===== src/hw/sync_flash_params.svh =====
/*
 * constants for the synchronous flash bus interface: widths, commands, codes, timing.
 * assumes a 40 MHz ref_clk; included by the package and the design file.
 */
`ifndef SYNC_FLASH_PARAMS_SVH
`define SYNC_FLASH_PARAMS_SVH

// ==========================================================
// widths
`define ADDR_W          21
`define DATA_W          16
`define BLK_W           4
`define BLK_LSB         17
`define CNT_W           12

// ==========================================================
// command codes, low byte of the data lanes
`define CMD_READ_ARRAY  8'hff
`define CMD_READ_ID     8'h90
`define CMD_READ_STATUS 8'h70
`define CMD_CLR_STATUS  8'h50
`define CMD_WRITE       8'h40
`define CMD_WRITE_ALT   8'h10
`define CMD_ERASE       8'h20
`define CMD_CONFIRM     8'hd0
`define CMD_SUSPEND     8'hb0

// ==========================================================
// identifier codes (arbitrary neutral values)
`define MFG_CODE        16'h00a5
`define DEV_CODE        16'h5a3c

// ==========================================================
// timing: operation times in ns, cycles derived from the clock period
`define CLK_PERIOD_NS   25
`define PROG_TIME_NS    1000
`define ERASE_TIME_NS   100000
`define PROG_CYCLES     ((`PROG_TIME_NS + `CLK_PERIOD_NS - 1) / `CLK_PERIOD_NS)
`define ERASE_CYCLES    ((`ERASE_TIME_NS + `CLK_PERIOD_NS - 1) / `CLK_PERIOD_NS)

`endif


===== src/hw/sync_flash_pkg.sv =====
/*
 * types of the synchronous flash bus interface: state enums and the state struct.
 * assumes sync_flash_params.svh is on the include path.
 */
`include "sync_flash_params.svh"

package sync_flash_pkg;

    // ==========================================================
    // write state machine and read mode
    typedef enum logic [2:0] {WS_IDLE, WS_PROG_SETUP, WS_ERASE_SETUP, WS_BUSY, WS_SUSPEND} wsm_t;
    typedef enum logic [1:0] {RM_ARRAY, RM_ID, RM_STATUS} read_mode_t;

    // ==========================================================
    // whole module state
    typedef struct packed {
        wsm_t                  wsm_ff;        // write state machine
        read_mode_t            mode_ff;       // what a read returns
        logic                  erase_op_ff;   // current op is an erase
        logic [`CNT_W-1:0]     busy_cnt_ff;   // cycles left in the op
        logic                  we_prev_ff;    // last write strobe sample
        logic                  wp_ff;         // write-protect buffer
        logic                  fault_ff;      // write refused by lock
        logic [`ADDR_W-1:0]    rd_addr_ff;    // latched read address
        logic [`DATA_W-1:0]    dq_out_ff;     // data lane drive value
        logic                  lower_oe_n_ff; // low lanes enable
        logic                  upper_oe_n_ff; // high lanes enable
        logic                  rb_oe_n_ff;    // ready/busy pull-down
        logic [`ADDR_W-1:0]    arr_addr_ff;   // array core address
        logic [`DATA_W-1:0]    arr_wdata_ff;  // array write data
        logic                  arr_wr_ff;     // array program pulse
        logic                  arr_erase_ff;  // block erase pulse
    } state_t;

endpackage


===== src/hw/sync_flash_bus_interface.sv =====
/*
 * bus interface of a synchronous flash: clocked read address latch, command
 * decode on the write strobe, write state machine timing, lock protection
 * and the ready/busy pin.
 * assumes all pins are synchronous to ref_clk and the array core answers
 * arr_rdata combinationally for arr_addr.
 */
// Notes on behaviour
// RL1: strobe low at edge latches read address
// RL2: stopped clock loses no data or sync
// RL3: writes run from the write strobe
// RL4: address strobe ignored while writing
// RL5: ready/busy low while machine busy
// RL6: ready/busy released when ready, suspended, powered-down
// RL7: ready/busy independent of enables and selects
// RL8: protect low blocks locked blocks
// RL9: protect high allows every block
// RL10: protect buffer off in power-down
// RL11: width low is byte mode, low lanes
// RL12: width high is word mode, byte select off
// RL13: strobe high latches no new address
// RL14: read drives data when selected and enabled
// RL15: lanes float when disabled or powered-down
// RL16: host writes by pulsing write strobe low
// RL17: power-down aborts, resets, returns to ready
// RL18: selected only while both selects low
// RL19: address and data taken on strobe rise
// RL20: identifier read gives maker or device code
`timescale 1ns/1ps
`default_nettype none
`include "sync_flash_params.svh"

module sync_flash_bus_interface (
    // clock and reset
    input  wire logic                  ref_clk,
    input  wire logic                  nrst,
    // host control pins
    input  wire logic                  powerdown_reset_n,
    input  wire logic                  chip_select0_n,
    input  wire logic                  chip_select1_n,
    input  wire logic                  output_enable_n,
    input  wire logic                  write_strobe_n,
    input  wire logic                  address_strobe_n,
    input  wire logic                  width_select,
    input  wire logic                  write_protect_n,
    input  wire logic [`ADDR_W-1:0]    addr,
    // data lanes, split into in, out and enables
    input  wire logic [`DATA_W-1:0]    data_in,
    output logic      [`DATA_W-1:0]    data_out,
    output logic                       lower_data_lanes_oe_n,
    output logic                       upper_data_lanes_oe_n,
    // open-drain ready/busy
    output logic                       ready_busy_n_out,
    output logic                       ready_busy_n_oe_n,
    // array core
    input  wire logic [`DATA_W-1:0]    arr_rdata,
    input  wire logic [15:0]           block_lock_status_bit,
    output logic      [`ADDR_W-1:0]    arr_addr,
    output logic      [`DATA_W-1:0]    arr_wdata,
    output logic                       arr_wr,
    output logic                       arr_erase,
    output logic                       write_fault
);

    // ==========================================================
    // state
    sync_flash_pkg::state_t st_ff;  // registered state
    sync_flash_pkg::state_t nxt_st; // next state
    logic                   sel;    // device selected
    logic                   we_rise;// write strobe rising edge
    logic                   blocked;// target block protected
    logic [`BLK_W-1:0]      blk;    // target block of the write

    // reset image shared by nrst and power-down
    function automatic sync_flash_pkg::state_t idle_state();
        sync_flash_pkg::state_t s;
        s               = '0;
        s.wsm_ff        = sync_flash_pkg::WS_IDLE;
        s.mode_ff       = sync_flash_pkg::RM_ARRAY;
        s.we_prev_ff    = 1'b1;
        s.lower_oe_n_ff = 1'b1;
        s.upper_oe_n_ff = 1'b1;
        s.rb_oe_n_ff    = 1'b1;
        return s;
    endfunction

    // pick high or low byte onto the low lanes in byte mode
    function automatic logic [`DATA_W-1:0] lane_fit(input logic [`DATA_W-1:0] w,
                                                    input logic wide, input logic hi);
        if (wide)
            lane_fit = w;
        else
            lane_fit = {8'h00, (hi ? w[15:8] : w[7:0])};
    endfunction

    // byte select buffer is off in word mode, so bit 0 reads as zero there
    function automatic logic [`ADDR_W-1:0] word_align(input logic [`ADDR_W-1:0] a,
                                                      input logic wide);
        word_align = {a[`ADDR_W-1:1], a[0] && !wide}; // [RL12]
    endfunction

    assign sel     = !chip_select0_n && !chip_select1_n; // [RL18]
    assign we_rise = sel && !st_ff.we_prev_ff && write_strobe_n; // [RL19]
    assign blk     = addr[`BLK_LSB +: `BLK_W];
    // locks only bite while the protect buffer reads low
    assign blocked = !st_ff.wp_ff && block_lock_status_bit[blk]; // [RL8] [RL9]

    // ==========================================================
    // next state
    always_comb
    begin
        nxt_st              = st_ff;
        nxt_st.arr_wr_ff    = 1'b0;
        nxt_st.arr_erase_ff = 1'b0;
        nxt_st.we_prev_ff   = write_strobe_n;
        if (!powerdown_reset_n)
        begin
            // abort everything, float lanes, release busy, protect buffer off
            nxt_st = idle_state(); // [RL17] [RL10] [RL15] [RL6]
        end
        else
        begin
            nxt_st.wp_ff = write_protect_n;
            // read address latch only outside write cycles
            if (sel && write_strobe_n && !address_strobe_n) // [RL1] [RL4] [RL13] [RL3]
                nxt_st.rd_addr_ff = word_align(addr, width_select); // [RL12]
            // op timing; a stopped clock just holds the count
            if (st_ff.wsm_ff == sync_flash_pkg::WS_BUSY) // [RL2]
            begin
                if (st_ff.busy_cnt_ff <= `CNT_W'(1))
                    nxt_st.wsm_ff = sync_flash_pkg::WS_IDLE;
                else
                    nxt_st.busy_cnt_ff = st_ff.busy_cnt_ff - `CNT_W'(1);
            end
            // command decode on the write strobe rising edge
            if (we_rise) // [RL19] [RL16]
            begin
                nxt_st.arr_addr_ff  = word_align(addr, width_select); // [RL12]
                nxt_st.arr_wdata_ff = width_select ? data_in : {8'h00, data_in[7:0]};
                case (st_ff.wsm_ff)
                    sync_flash_pkg::WS_IDLE, sync_flash_pkg::WS_SUSPEND:
                    begin
                        case (data_in[7:0])
                            `CMD_READ_ARRAY:  nxt_st.mode_ff = sync_flash_pkg::RM_ARRAY;
                            `CMD_READ_ID:     nxt_st.mode_ff = sync_flash_pkg::RM_ID;
                            `CMD_READ_STATUS: nxt_st.mode_ff = sync_flash_pkg::RM_STATUS;
                            `CMD_CLR_STATUS:  nxt_st.fault_ff = 1'b0;
                            `CMD_WRITE, `CMD_WRITE_ALT:
                                nxt_st.wsm_ff = sync_flash_pkg::WS_PROG_SETUP;
                            `CMD_ERASE:
                                nxt_st.wsm_ff = sync_flash_pkg::WS_ERASE_SETUP;
                            `CMD_CONFIRM:
                                // resume a suspended erase with its count
                                if (st_ff.wsm_ff == sync_flash_pkg::WS_SUSPEND)
                                    nxt_st.wsm_ff = sync_flash_pkg::WS_BUSY;
                            default: ;
                        endcase
                    end
                    sync_flash_pkg::WS_PROG_SETUP, sync_flash_pkg::WS_ERASE_SETUP:
                    begin
                        nxt_st.mode_ff = sync_flash_pkg::RM_STATUS;
                        if (st_ff.wsm_ff == sync_flash_pkg::WS_ERASE_SETUP &&
                            data_in[7:0] != `CMD_CONFIRM)
                            nxt_st.wsm_ff = sync_flash_pkg::WS_IDLE;
                        else if (blocked) // [RL8]
                        begin
                            nxt_st.fault_ff = 1'b1;
                            nxt_st.wsm_ff   = sync_flash_pkg::WS_IDLE;
                        end
                        else
                        begin
                            nxt_st.wsm_ff      = sync_flash_pkg::WS_BUSY;
                            nxt_st.erase_op_ff = (st_ff.wsm_ff == sync_flash_pkg::WS_ERASE_SETUP);
                            nxt_st.arr_erase_ff = nxt_st.erase_op_ff;
                            nxt_st.arr_wr_ff    = !nxt_st.erase_op_ff;
                            nxt_st.busy_cnt_ff  = nxt_st.erase_op_ff ? `CNT_W'(`ERASE_CYCLES)
                                                                     : `CNT_W'(`PROG_CYCLES);
                        end
                    end
                    sync_flash_pkg::WS_BUSY:
                    begin
                        // only an erase may be suspended
                        if (data_in[7:0] == `CMD_SUSPEND && st_ff.erase_op_ff)
                            nxt_st.wsm_ff = sync_flash_pkg::WS_SUSPEND;
                        nxt_st.mode_ff = sync_flash_pkg::RM_STATUS;
                    end
                    default: nxt_st.wsm_ff = sync_flash_pkg::WS_IDLE;
                endcase
            end
            else if (sel && write_strobe_n)
                nxt_st.arr_addr_ff = st_ff.rd_addr_ff; // read path addresses the array
            // read data, clocked out on the rising edge
            case (st_ff.mode_ff)
                sync_flash_pkg::RM_ID: // [RL20]
                    nxt_st.dq_out_ff = lane_fit((width_select ? st_ff.rd_addr_ff[1]
                                                              : st_ff.rd_addr_ff[0])
                                                ? `DEV_CODE : `MFG_CODE, 1'b1, 1'b0);
                sync_flash_pkg::RM_STATUS:
                    nxt_st.dq_out_ff = {8'h00, (st_ff.wsm_ff != sync_flash_pkg::WS_BUSY),
                                        (st_ff.wsm_ff == sync_flash_pkg::WS_SUSPEND),
                                        1'b0, st_ff.fault_ff, 4'h0};
                default:
                    // byte select dropped in word mode, in byte mode the low bit picks the high or low byte
                    nxt_st.dq_out_ff = lane_fit(arr_rdata, width_select,
                                                st_ff.rd_addr_ff[0]); // [RL11] [RL12]
            endcase
            // output drivers: read needs select, enable and strobe high
            nxt_st.lower_oe_n_ff = !(sel && !output_enable_n && write_strobe_n); // [RL14] [RL15]
            nxt_st.upper_oe_n_ff = nxt_st.lower_oe_n_ff || !width_select; // [RL11]
            // pull-down only while busy, whatever the enables say
            nxt_st.rb_oe_n_ff = (nxt_st.wsm_ff != sync_flash_pkg::WS_BUSY); // [RL5] [RL6] [RL7]
        end
    end

    // ==========================================================
    // state register
    always_ff @(posedge ref_clk or negedge nrst)
    begin
        if (!nrst)
            st_ff <= idle_state(); // [RL17]
        else
            st_ff <= nxt_st;
    end

    // ==========================================================
    // outputs straight from flops, except ready_busy_n_out which is tied low
    assign data_out              = st_ff.dq_out_ff;
    assign lower_data_lanes_oe_n = st_ff.lower_oe_n_ff;
    assign upper_data_lanes_oe_n = st_ff.upper_oe_n_ff;
    assign ready_busy_n_out      = 1'b0; // open drain: only ever pulls low
    assign ready_busy_n_oe_n     = st_ff.rb_oe_n_ff;
    assign arr_addr              = st_ff.arr_addr_ff;
    assign arr_wdata             = st_ff.arr_wdata_ff;
    assign arr_wr                = st_ff.arr_wr_ff;
    assign arr_erase             = st_ff.arr_erase_ff;
    assign write_fault           = st_ff.fault_ff;
endmodule
`default_nettype wire


===== config.mk =====
export PLATFORM = sky130hd
export DESIGN_NAME = sync_flash_bus_interface
export DESIGN_NICKNAME = d
export VERILOG_FILES = /design/src/hw/sync_flash_pkg.sv /design/src/hw/sync_flash_bus_interface.sv
export VERILOG_INCLUDE_DIRS = /design/src /design/src/hw
export SDC_FILE = /design/constraint.sdc
export NUM_CORES = 1
export LEC_CHECK = 0
export BUFFER_PORTS_ARGS = -buffer_cell sky130_fd_sc_hd__buf_4
export CORE_UTILIZATION = 30
export DETAILED_ROUTE_END_ITERATION = 16
export SYNTH_ARGS = -nofsm -noshare
export SYNTH_HDL_FRONTEND = slang
export SYNTH_SLANG_ARGS = --single-unit
export TNS_END_PERCENT = 20

===== constraint.sdc =====
create_clock -name ref_clk -period 5.3 [get_ports ref_clk]
set_input_delay 0.265 -clock ref_clk [delete_from_list [all_inputs] [get_ports ref_clk]]
set_output_delay 0.265 -clock ref_clk [all_outputs]
set_load 0.05 [all_outputs]

==> key figures <==
Cells and area
  – Layout cells sized above 1: about 28%
  – Area grow syn2layout: 20.6%
  – Fin area: 6440 sq um
  – Diodes inserted: 0
  – Commonest non-fill, non-tap cells in the layout: buf_4 (141), dfrtp_1 (96), nand2_1 (62), nor2_1 (46), a21oi_1 (38)
  – Leading cell type in the layout, fill and taps excluded: buf_4
  – Filler Cell Count: roughly 1,700
  – NumNets Final: about 700

Placed design
  – # port buffers: between 100 and 150
  – Placed Area: 6130 sq um
  – RePlAce Congestion: slightly above 0.8
  – Post-detail-place hpwl: about 9500 microns

Routing
  – Drt first pass iters: 4
  – DRC: 0
  – Via Count: 4,182
  – Vias per cell: 4.96
  – Initial detailed-routing violation count: 214
  – Antenna viol nets, final: 0
  – Routed WL: between 10,000 and 15,000 microns
  – Wire per inst: roughly 16 microns

CTS
  – CTS tree: yes
  – Clock Latency Late Sink: ~0.35 ns
  – Root Buffer: clkbuf_16
  – TritonCTS sink count: 100
  – Clk buf depth: 2
  – CTS clk-pin slew, worst paths: approximately 0.070 ns
  – CTS Buf Count: 9
  – Postcts setup bufs: 0
  – H-tree levels: 3

Global routing
  – Vias in the first global route: around 4,100
  – Largest net degree at the start of global routing: between 60 and 70
  – Global-route usage over all layers: 15.1%
  – First-pass GRT wire length: ~21,000 microns
  – Total grt overflow: 0
  – Initial antenna violation count: 0

Synthesis
  – Post-synth ARST share: 100%
  – Largest family of logic cells by synthesized area: simple AND/OR/NAND/NOR gates
  – Synth Area in XOR/XNOR: approximately 2%
  – Mapped Nets: 634
  – Synth Area in Adders: less than 1%
  – Synth top area cells: dfrtp_1 (45%), buf_4 (7.7%), mux2i_1 (5.6%)
  – Mux cell area share after synthesis: ~7.5%
  – Post-Synth Simple-Gate Area: 17.0%
  – Post-synth EDFFs: 0
  – Ys flop type: dfrtp_1
  – Netlist cell types: 56
  – Synth top area share: between 40% and 50%
  – Flops & latches, synth: 100
  – Post-Syn Area: around 5300 sq um
  – Yosys warns: 0
  – Synth area leader: dfrtp_1
  – Syn Area/Cell: between 9 and 10 sq um
  – Post-Syn Instances: 551
  – Seq/Total Area, Yosys: about 47%
  – Post-synthesis compound-gate area fraction: 14.4%

Setup path
  – Type of origin of the critical path: flop
  – Worst Path Arrival: 2.81 ns
  – RR Endpoint: st_ff[91]
  – Crit-path max FO: 24
  – Reg2Reg Depth: 4
  – Worst Setup SP: st_ff[81]
  – WS Path Type: reg -> reg
  – Flop2flop setup slack: 2.70 ns
  – Required time of the critical path: roughly 5.5 ns
  – RR Startpoint: st_ff[81]
  – Critical path capture point type: flop

Timing
  – Setup-failing EPs final: 0
  – Worst slew margin: between 20% and 30%
  – Min cycle time layout: about 2.6 ns
  – Fmax: between 300 and 400 MHz
  – Final hold vios: 0
  – Setup TNS: 0 ns
  – Setup Skew: ~0.008 ns
  – Period utilisation layout: around half
  – Slew Viols, Final: 0
  – Slew @ Worst Pin: roughly 1.1 ns
  – Unrepaired setup endpoints after global routing: false

Run status
  – Status: finished clean

Worst hold path
  – Worst Hold Path EP: upper_data_lanes_oe_n
  – Worst Hold Class: in -> reg
  – WHS Path Cells: 2
  – Min-delay src: width_select

Floorplanning
  – Cell Rows: 48
  – Core ar.: between 15,000 and 20,000 sq um
  – Chip Height: 135 microns
  – Die Wd: ~140 microns
  – Initial Util: around 31%
  – Die area: ~18,000 sq um
  – Io pins: around 140

Run
  – Max-cap violations: 0

Pwr
  – Ratio of total power to cell area: 265 nW/um^2
  – Max IR drop VDD: between 0.00015 and 0.0002 V
  – Leak: just over 3 nW
-- layer usage --
layer  wire [microns]  track usage, %  vias to the layer above
li1                 -               -                     2025
met1             6030            20.0                     2003
met2             6290            24.2                      142
met3              752            2.77                       12
met4              195            6.05                        0
met5                0               0                        -
-- critical path: stages (launching register included) --
cell     delay, ns
dfstp_2       0.58
or4b_1        0.77
or4_1         0.51
o31ai_1       0.51
a21oi_1       0.08
-- per-stage QoR --
stage	total power, W	utilization [%]	hold slack, ns	cells	setup WS (ns)
4_1_cts	0.00173	37.1	0.102	843	2.66
6_report	0.00171	37.1	0.108	843	2.70
5_1_grt	0.00178	37.1	0.111	843	2.43
2_1_floorplan	0.000956	-	-0.0306	551	3.21
3_3_place_gp	0.00104	35.3	0.250	826	2.70
3_5_place_dp	0.00104	35.3	0.259	826	2.66
-- report_power, final --
group          switching (W)  internal (W)
clock               0.000287      0.000393
sequential         0.0000136      0.000782
combinational       0.000142     0.0000900
-- synth_stat cells, types with 3 or more instances --
cell,n
dfrtp_1,96
nand2_1,62
buf_4,55
nor2_1,46
a21oi_1,38
clkbuf_1,34
mux2i_1,30
a211oi_1,21
a22o_1,16
inv_1,9
nand3_1,9
and2_1,8
nor4_1,8
o21ai_0,8
a31oi_1,7
and3_1,7
nor3_1,7
nand2b_1,6
nand4_1,6
xnor2_1,6
xor2_1,6
mux2_2,5
or4_1,5
dfstp_2,4
ha_1,4
nor2b_1,4
nor3b_1,4
o2111ai_1,3
-- worst max-delay path by stage --
stage,end,slack [ns]
floorplan,ready_busy_n_oe_n,3.21
global placement,st_ff[90],2.70
detailed placement,st_ff[93],2.66
CTS,st_ff[93],2.66
global route,st_ff[91],2.43
finish,st_ff[91],2.70
-- flip-flops by register name, indices dropped and copies added, names as in the netlist --
name,flops
lower_data_lanes_oe_n,1
write_fault,1
arr_erase,1
arr_wdata,16
arr_wr,1
arr_addr,21
upper_data_lanes_oe_n,1
st_ff,41
ready_busy_n_oe_n,1
data_out,16
-- layout make-up --
cell class              instances  area [sq um]  area share [%]
repair buffers                142          1070            16.6
well taps                     225           282            4.37
inverters                      10          37.5           0.583
clock inverters                 3          43.8           0.680
multi-input cells             350          2240            34.8
flip-flops and latches        100          2510            38.9
clock buffers                  13           260            4.04
-- cells by family (layout without fill, tap and decap cells) --
kind of cell             count (synthesis)  in the layout
XOR/XNOR                                12             12
multiplexers                            37             37
other                                    1              1
AO/OA/AOI/OAI                          112            112
buffers and inverters                  101            168
adder cells (fa/ha/maj)                  4              4
flip-flops                             100            100
AND/OR/NAND/NOR                        184            184
-- timing repair --
| item | in CTS | in global routing |
|---|---|---|
| gates resized for setup | 0 | 0 |
| hold endpoints to repair | 32 | 0 |
| hold buffers | 1 | 0 |
Note: power is estimated with default switching activity, not from simulation.
